[src/verilog/atrc_pkg.sv]
// Purpose: constants for the converter reference and touch-plate control block
// Assumes: APB slave, 32-bit data, one aligned word per register
// Notes: offsets and field positions are defined here; the checker and the result word in atrc_top repeat them as literals
//
// Function
// - positive reference select routes ext pin, supply, analog in 0 or 1
// - negative reference select routes ground, analog in 2 or 3
// - single-ended mode ignores the negative reference selection
// - pen detector enabled only with plate drive code 101b
// - pen detector output readable as flag in result register when enabled
// - wake line is pen detector OR conversion done when enabled
// - code 010b drives x plus high, x minus low
// - code 001b drives y plus high, y minus low, x lines released
// - while sampling x, both y lines are released
// - code 100b drives y plus high, x minus low for pen force
// - plus lines only pull high, minus lines only pull low
// - converter may run from auxiliary clock 2 in power saving
// - results unreadable while system clock is suspended
// - conversion started before power saving completes and raises wake
// - emulator halt stops result reads from popping the fifo
// - emulator halt still writes results and may raise done interrupt
// - outside halt, each result read pops one of four entries
// - done interrupt set while fifo not empty, drops one cycle after read
// - wake done input asserted while fifo holds an entry
package atrc_pkg;

	// ----------------------------------------------------------------
	// register map
	// ----------------------------------------------------------------
	localparam logic [7:0] ADDR_GLOBAL_CONFIG = 8'h00;
	localparam logic [7:0] ADDR_AUX_CONFIG    = 8'h04;
	localparam logic [7:0] ADDR_RESULT_FIFO   = 8'h08;
	localparam logic [7:0] ADDR_STATUS        = 8'h0c;

	// ----------------------------------------------------------------
	// global and aux config fields
	// ----------------------------------------------------------------
	localparam int GCR_CLKEN      = 0;
	localparam int GCR_DIFF       = 2;
	localparam int GCR_INTEN      = 13;
	localparam int GCR_PREF_LSB   = 9;
	localparam int GCR_NREF_LSB   = 11;
	localparam int GCR_DRIVE_LSB  = 6;
	localparam logic [15:0] GCR_RESET     = 16'h0000;
	localparam logic [15:0] GCR_WRITE_MASK = 16'h3fc7;
	localparam int ACR_CLKSEL     = 0;
	localparam logic [15:0] ACR_RESET     = 16'h0000;

	// ----------------------------------------------------------------
	// result register fields
	// ----------------------------------------------------------------
	localparam int RES_DATA_W     = 12;
	localparam int RES_SIGN       = 12;
	localparam int RES_PEN        = 13;
	localparam int RES_OVF        = 14;
	localparam int RES_DONE       = 15;
	localparam int FIFO_DEPTH     = 4;

	// ----------------------------------------------------------------
	// encodings
	// ----------------------------------------------------------------
	typedef enum logic [2:0] {
		DRV_NONE     = 3'h0,
		DRV_SAMPLE_Y = 3'h1,
		DRV_SAMPLE_X = 3'h2,
		DRV_SAMPLE_Z1 = 3'h3,
		DRV_SAMPLE_Z2 = 3'h4,
		DRV_PEN_DET  = 3'h5
	} atrc_drive_t;

	typedef enum logic [1:0] {
		PREF_SUPPLY = 2'h0,
		PREF_EXT    = 2'h1,
		PREF_AIN0   = 2'h2,
		PREF_AIN1   = 2'h3
	} atrc_pref_t;

	typedef enum logic [1:0] {
		NREF_GROUND = 2'h0,
		NREF_RSVD   = 2'h1,
		NREF_AIN2   = 2'h2,
		NREF_AIN3   = 2'h3
	} atrc_nref_t;

endpackage : atrc_pkg

[src/verilog/atrc_result_fifo.sv]
// Purpose: result queue on the system clock
// Assumes: push and pop are one-cycle pulses
// Notes: push into a full queue is dropped and flagged
`timescale 1ns/1ns
`default_nettype none
module atrc_result_fifo #(
	parameter int WIDTH = 13,
	parameter int DEPTH = 4
) (
	input  wire logic             pclk,
	input  wire logic             presetn,
	input  wire logic             push,
	input  wire logic [WIDTH-1:0] push_data,
	input  wire logic             pop,
	output logic      [WIDTH-1:0] head,
	output logic                  not_empty,
	output logic                  overflow
);
	localparam int AW = (DEPTH > 1) ? $clog2(DEPTH) : 1;

	// pointers wrap by overflow, so only power-of-two depths are served
	if (DEPTH < 2 || (DEPTH & (DEPTH - 1)) != 0)
	begin : g_bad_depth
		$error("fifo depth must be a power of two");
	end

	logic [WIDTH-1:0] mem [DEPTH];
	logic [AW-1:0]    wr_q;
	logic [AW-1:0]    rd_q;
	logic [AW:0]      cnt_q;
	logic             full;
	logic             do_push;
	logic             do_pop;

	assign full      = (cnt_q == (AW+1)'(DEPTH));
	assign not_empty = (cnt_q != '0);
	assign do_push   = push && !full;
	assign do_pop    = pop && not_empty;
	assign head      = mem[rd_q];
	assign overflow  = push && full;

	always_ff @(posedge pclk)
	begin
		if (do_push)
			mem[wr_q] <= push_data;
	end

	always_ff @(posedge pclk or negedge presetn)
	begin
		if (!presetn)
		begin
			wr_q  <= '0;
			rd_q  <= '0;
			cnt_q <= '0;
		end
		else
		begin
			if (do_push)
				wr_q <= wr_q + 1'b1;
			if (do_pop)
				rd_q <= rd_q + 1'b1;
			cnt_q <= cnt_q + (AW+1)'(do_push) - (AW+1)'(do_pop);
		end
	end
endmodule : atrc_result_fifo
`default_nettype wire

[src/verilog/atrc_top.sv]
// Purpose: reference select, touch-plate drive, pen detect, result path
// Assumes: conversion results arrive as a one-cycle strobe on pclk
// Notes: analog muxes are steered by select outputs; no analog here
//
// Register access over APB and the register addresses were left to the implementer.
`timescale 1ns/1ns
`default_nettype none
module atrc_top (
	input  wire logic        pclk,
	input  wire logic        presetn,
	input  wire logic        psel,
	input  wire logic        penable,
	input  wire logic        pwrite,
	input  wire logic [7:0]  paddr,
	input  wire logic [31:0] pwdata,
	output logic      [31:0] prdata,
	output logic             pready,
	output logic             pslverr,
	input  wire logic        conv_done,
	input  wire logic [12:0] conv_data,
	input  wire logic        pen_detect_in,
	input  wire logic        emu_halt,
	output logic      [1:0]  pos_ref_select,
	output logic      [1:0]  neg_ref_select,
	output logic             neg_ref_used,
	output logic             conv_clk_aux_sel,
	output logic             conv_enable,
	output logic             x_plate_plus_hi,
	output logic             x_plate_plus_weak,
	output logic             x_plate_minus_lo,
	output logic             y_plate_plus_hi,
	output logic             y_plate_minus_lo,
	output logic             pen_detect_en,
	output logic             done_irq,
	output logic             converter_wake_line
);

	// ----------------------------------------------------------------
	// registers
	// ----------------------------------------------------------------
	logic [15:0] gcr_q;
	logic [15:0] acr_q;
	logic        ovf_q;
	logic        rd_gap_q;
	logic [31:0] prdata_q;
	logic        pready_q;
	logic        pslverr_q;

	// ----------------------------------------------------------------
	// decode
	// ----------------------------------------------------------------
	wire         access   = psel && penable && !pready_q;
	wire         hit_gcr  = (paddr == atrc_pkg::ADDR_GLOBAL_CONFIG);
	wire         hit_acr  = (paddr == atrc_pkg::ADDR_AUX_CONFIG);
	wire         hit_res  = (paddr == atrc_pkg::ADDR_RESULT_FIFO);
	wire         hit_sts  = (paddr == atrc_pkg::ADDR_STATUS);
	wire         mapped   = hit_gcr || hit_acr || hit_res || hit_sts;
	wire         wr_gcr   = access && pwrite && hit_gcr;
	wire         wr_acr   = access && pwrite && hit_acr;
	wire         rd_res   = access && !pwrite && hit_res;

	// fields
	wire  [2:0]  drive    = gcr_q[atrc_pkg::GCR_DRIVE_LSB +: 3];
	wire         diff     = gcr_q[atrc_pkg::GCR_DIFF];
	wire         clken    = gcr_q[atrc_pkg::GCR_CLKEN];
	wire         inten    = gcr_q[atrc_pkg::GCR_INTEN];

	// ----------------------------------------------------------------
	// plate drivers; each output only pulls one way by construction
	// ----------------------------------------------------------------
	wire  code_y   = (drive == atrc_pkg::DRV_SAMPLE_Y);
	wire  code_x   = (drive == atrc_pkg::DRV_SAMPLE_X);
	wire  code_z1  = (drive == atrc_pkg::DRV_SAMPLE_Z1);
	wire  code_z2  = (drive == atrc_pkg::DRV_SAMPLE_Z2);
	wire  code_pen = (drive == atrc_pkg::DRV_PEN_DET);
	// reserved codes match nothing above, so all drivers stay off
	wire  xp_hi_d  = code_x || code_z1;
	wire  xm_lo_d  = code_x || code_z2;
	wire  yp_hi_d  = code_y || code_z2;
	wire  ym_lo_d  = code_y || code_z1 || code_pen;

	// ----------------------------------------------------------------
	// result path
	// ----------------------------------------------------------------
	logic [12:0] fifo_head;
	logic        fifo_nempty;
	logic        fifo_ovf;

	// halt keeps the entry so the emulator can peek without loss
	wire  pop      = rd_res && !emu_halt;
	wire  push     = conv_done && clken;

	atrc_result_fifo #(
		.WIDTH (13),
		.DEPTH (atrc_pkg::FIFO_DEPTH)
	) u_fifo (
		.pclk      (pclk),
		.presetn   (presetn),
		.push      (push),
		.push_data (conv_data),
		.pop       (pop),
		.head      (fifo_head),
		.not_empty (fifo_nempty),
		.overflow  (fifo_ovf)
	);

	wire  pen_flag  = code_pen && pen_detect_in;
	// result only reaches the bus through pclk flops, so a halted pclk hides it
	wire  [31:0] res_word = {16'h0000, fifo_nempty, ovf_q, pen_flag,
	                         fifo_head};
	wire  [31:0] sts_word = {28'h0000000, code_pen, fifo_nempty, diff, clken};

	wire  [31:0] rd_mux  = hit_gcr ? {16'h0000, gcr_q} :
	                       hit_acr ? {16'h0000, acr_q} :
	                       hit_res ? res_word :
	                       hit_sts ? sts_word : 32'h00000000;

	// done level, with a one-cycle drop after every result read
	wire  done_lvl  = fifo_nempty && !rd_gap_q;
	wire  irq_d     = done_lvl && inten;
	wire  wake_d    = done_lvl || pen_flag;

	// ----------------------------------------------------------------
	// state
	// ----------------------------------------------------------------
	always_ff @(posedge pclk or negedge presetn)
	begin
		if (!presetn)
		begin
			gcr_q <= atrc_pkg::GCR_RESET;
			acr_q <= atrc_pkg::ACR_RESET;
		end
		else
		begin
			if (wr_gcr)
				gcr_q <= pwdata[15:0] & atrc_pkg::GCR_WRITE_MASK;
			if (wr_acr)
				acr_q <= {15'h0000, pwdata[atrc_pkg::ACR_CLKSEL]};
		end
	end

	// overflow is sticky; a new overflow in the read cycle wins
	always_ff @(posedge pclk or negedge presetn)
	begin
		if (!presetn)
			ovf_q <= 1'b0;
		else if (fifo_ovf && push)
			ovf_q <= 1'b1;
		else if (pop)
			ovf_q <= 1'b0;
	end

	always_ff @(posedge pclk or negedge presetn)
	begin
		if (!presetn)
			rd_gap_q <= 1'b0;
		else
			rd_gap_q <= rd_res;
	end

	always_ff @(posedge pclk or negedge presetn)
	begin
		if (!presetn)
		begin
			prdata_q  <= 32'h00000000;
			pready_q  <= 1'b0;
			pslverr_q <= 1'b0;
		end
		else
		begin
			pready_q  <= access;
			pslverr_q <= access && !mapped;
			if (access && !pwrite)
				prdata_q <= rd_mux;
		end
	end

	// ----------------------------------------------------------------
	// registered outputs
	// ----------------------------------------------------------------
	always_ff @(posedge pclk or negedge presetn)
	begin
		if (!presetn)
		begin
			pos_ref_select      <= 2'h0;
			neg_ref_select      <= 2'h0;
			neg_ref_used        <= 1'b0;
			conv_clk_aux_sel    <= 1'b0;
			conv_enable         <= 1'b0;
			x_plate_plus_hi     <= 1'b0;
			x_plate_plus_weak   <= 1'b0;
			x_plate_minus_lo    <= 1'b0;
			y_plate_plus_hi     <= 1'b0;
			y_plate_minus_lo    <= 1'b0;
			pen_detect_en       <= 1'b0;
			done_irq            <= 1'b0;
			converter_wake_line <= 1'b0;
		end
		else
		begin
			pos_ref_select      <= gcr_q[atrc_pkg::GCR_PREF_LSB +: 2];
			neg_ref_select      <= gcr_q[atrc_pkg::GCR_NREF_LSB +: 2];
			neg_ref_used        <= diff;
			conv_clk_aux_sel    <= acr_q[atrc_pkg::ACR_CLKSEL];
			conv_enable         <= clken;
			x_plate_plus_hi     <= xp_hi_d;
			x_plate_plus_weak   <= code_pen;
			x_plate_minus_lo    <= xm_lo_d;
			y_plate_plus_hi     <= yp_hi_d;
			y_plate_minus_lo    <= ym_lo_d;
			pen_detect_en       <= code_pen;
			done_irq            <= irq_d;
			converter_wake_line <= wake_d;
		end
	end

	assign prdata  = prdata_q;
	assign pready  = pready_q;
	assign pslverr = pslverr_q;

endmodule : atrc_top
`default_nettype wire

[config.mk]
export PLATFORM = sky130hd
export DESIGN_NAME = atrc_top
export DESIGN_NICKNAME = d
export VERILOG_FILES = /design/src/verilog/atrc_pkg.sv /design/src/verilog/atrc_result_fifo.sv /design/src/verilog/atrc_top.sv
export SDC_FILE = /design/constraint.sdc
export NUM_CORES = 1
export LEC_CHECK = 0
export BUFFER_PORTS_ARGS = -buffer_cell sky130_fd_sc_hd__buf_2
export CAP_MARGIN = 5
export CORE_UTILIZATION = 50
export DETAILED_ROUTE_END_ITERATION = 12
export GPL_TIMING_DRIVEN = 0
export PLACE_DENSITY = 0.73
export SETUP_SLACK_MARGIN = 0.3
export SLEW_MARGIN = 20
export SYNTH_ARGS = -nofsm -noshare
export SYNTH_HDL_FRONTEND = slang
export SYNTH_SLANG_ARGS = --single-unit
[constraint.sdc]
create_clock -name pclk -period 6.8 [get_ports pclk]
set_clock_uncertainty 0.1 [all_clocks]
set_input_delay 2.04 -clock pclk [delete_from_list [all_inputs] [get_ports pclk]]
set_output_delay 2.04 -clock pclk [all_outputs]
set_load 0.03 [all_outputs]
==> run summary <==
Clock slew at reported path FFs = 100 ps
Die area = 8927 um2
Max-slew violations = 0
Fmax = 0.2519 GHz
Worst setup SP type = input port
Critical Path End = u_fifo.cnt_q[2]
Reg area = 2888 um2
Post-Synth Simple-Gate Area = 8.250%
# DRC = 0
CTS max path bufs = 2
Worst reg2reg path endpoint = u_fifo.cnt_q[2]
Seq pwr share = 61.7%
Static leakage = 2.218 nW
Ratio of final minimum period to clock period = 58.39%
Mux share of post-synthesis cell area = 10.88%
Most common cell after layout, fill and taps aside = buf_2
Vias in the first global route = 2378
Ant diodes = 0
Async SR Flop Fraction = 50.48%
Crit path max fanout = 10
XOR/XNOR share of the synthesized area = 1.434%
Number of vias per cell = 5.128
Total Nets Final = 427
R2R Path Start = u_fifo.cnt_q[1]
Max-slew headroom = 41.43%
Layout cell share with drive strength beyond 1 = 38.19%
Worst reg2reg path depth = 8
Register-to-register setup slack = 4160 ps
Largest family of logic cells by synthesized area = multiplexers
CTS tree = done
Fin crit period = 3970 ps
TritonRoute pass-1 iters = 4
Core Region = 8258 um2
VDD IR max = 0.1465 mV
Clk pwr share = 31.1%
Final setup fails = 0
Clock latency at the later pin of the worst-skew pair = 370 ps
Antenna violations before repair = 0
Die extent in x = 94.49 um
Worst Tran Pin Value = 871.8 ps
Die Y = 94.49 um
Grt ovf = 0
EDFF count, synth = 52
Power Internal = 0.8459 mW
Rows = 33
Logic gate share of total power = 7.2%
Multi-input gate area = 1214 um2
Compound-Gate Fraction of Synth Area = 4.184%
PortBufs = 70
Status = finished, final reports clean
Most frequent cells in the layout = 74 x buf_2, 53 x dfrtp_1, 52 x edfxtp_1
Cell variety after synth = 40
Filler cell count = 655
Gr usage total = 18.64%
YS warnings = 0
Post-synthesis cell area = 4277 um2
Main synth FF type = dfrtp_1
Critical Path Sink Type = register
Cts repair resizes = 0
Setup WS pre-CTS = 2429 ps
CTS buffer count = 9
Dpl hpwl = 5.350 mm
Clock Sinks = 105
ANT nets after route = 0
Layout area overhead = 16.76%
Total of max-cap violations = 0
Setup Fix Bufs, Post-CTS = 0
Total wire length = 7.471 mm
Initial DRC count = 88
Endpoints failing hold = 0
Clk root buf = clkbuf_8
Switch Pwr = 0.2681 mW
First-pass GRT wire length = 11.99 mm
Critical path type = input port to register
Fin Setup TNS = 0 ps
Register bit count reported by yosys = 105
Drt wl/cell = 15.93 um
Hold Buf Count CTS = 0
GP Congestion = 0.7588
Crit path required time = 7000 ps
Post-Syn Instances = 263
Placed Cells = 453
H-tree depth = 3
Data arrival, critical path = 4170 ps
Initial Util = 51.79%
Hold_sp = gcr_q[9]
Setup crit start = paddr[7]
PnR worst setup slack = 2830 ps
PD cells = 223.1 nW/um2
Seq/Total Area, Yosys = 67.52%
Setup repair after global routing missed its margin = false
Synth Area in Adders = 2.224%
HP Class = register to register
Io pins = 110
Via count = 2405
Pin count of the biggest net entering global routing = 54
Sw frac = 24.07%
Final Non-Filler Cells = 469
Syn avg cell area = 16.26 um2
-- critical path: stages --
cell and delay [ps]:
buf_2 110, nor4_4 330, nand3b_2 170, buf_6 180, nor4_4 250, ha_1 180, inv_1 40, ha_1 170
fa_1 380, xnor2_1 180, xnor2_1 130
-- cells in the mapped netlist (all sizes together), types with 2 or more instances --
master,number,share of area (%)
o21ai,8,0.94
o221ai,2,0.41
nand2,11,0.97
ha,6,1.8
xnor2,5,1.0
nand4,2,0.29
buf,26,4.4
xor2,2,0.41
a22o,3,0.61
inv,10,0.88
a221o,7,1.6
mux4,12,6.3
nor3b,9,1.6
nor4,2,0.99
and2,5,0.73
nor2,6,0.53
dfrtp,53,31
nor3,3,0.61
mux2,12,3.2
nand3b,3,0.61
edfxtp,52,37
nor2b,2,0.29
nand3,3,0.35
a21oi,2,0.23
mux2i,6,1.4
-- how the worst min path moves through the flow --
stage	to	slack, ps	depth (start not counted)
after global placement	neg_ref_select[1]	290	0
after CTS	pos_ref_select[0]	320	0
after global routing	pos_ref_select[1]	340	0
final	pos_ref_select[0]	320	0
after floorplan	conv_clk_aux_sel	270	0
after detailed placement	neg_ref_select[0]	300	0
-- power groups by stage --
stage	sequential [mW]	clock (mW)	combinational, mW
after floorplan	0.703	0	0.0476
after global placement	0.700	0	0.0778
after detailed placement	0.701	0	0.0813
after CTS	0.687	0.356	0.0814
after global routing	0.688	0.376	0.0901
final	0.687	0.347	0.0804
-- stage by stage --
| step | hold slack (ps) | instance area, um2 | total power [mW] | util (%) |
|---|---|---|---|---|
| 4_1_cts | 323.2 | 4994 | 1.125 | 60.47 |
| 6_report | 317.6 | 4994 | 1.114 | 60.47 |
| 3_5_place_dp | 302.8 | 4817 | 0.7818 | 58.33 |
| 3_3_place_gp | 288.7 | 4815 | 0.7774 | 58.30 |
| 5_1_grt | 339.2 | 4994 | 1.155 | 60.47 |
| 2_1_floorplan | 268.1 | 4333 | 0.7505 | - |
-- final cells by class --
type,instances,share of cell area (%)
plain buffers,27,3.884
clock inverters,7,1.052
repair buffers,70,7.066
well taps,105,2.631
clock buffers,9,2.481
multi-input cells,136,24.30
inverters,10,0.7517
flip-flops and latches,105,57.83
-- logic make-up after synthesis --
family / count (synthesis)
flops: 105
simple gates: 52
buf+inv: 37
mux: 30
compound gates: 24
fa+ha+maj: 7
xor+xnor: 7
other cells: 1
-- flip-flops by register name, indices dropped and copies added, names as in the netlist, 2 cells and up --
signal	count
u_fifo.wr_q	2
u_fifo.rd_q	2
pos_ref_select	2
u_fifo.mem	52
gcr_q	11
neg_ref_select	2
prdata	16
u_fifo.cnt_q	3
-- routing by layer --
metal / part of all wire (%) / wire, um / track usage [%] / up-vias
met2: 47 / 3541 / 30.56 / 82
met3: 5.9 / 443 / 4.509 / 13
met4: 1.8 / 138 / 7.449 / 0
li1: - / - / - / 1133
met5: 0 / 0 / 0 / -
met1: 45 / 3347 / 24.06 / 1177
No activity file was read; power rests on OpenSTA's default activity.
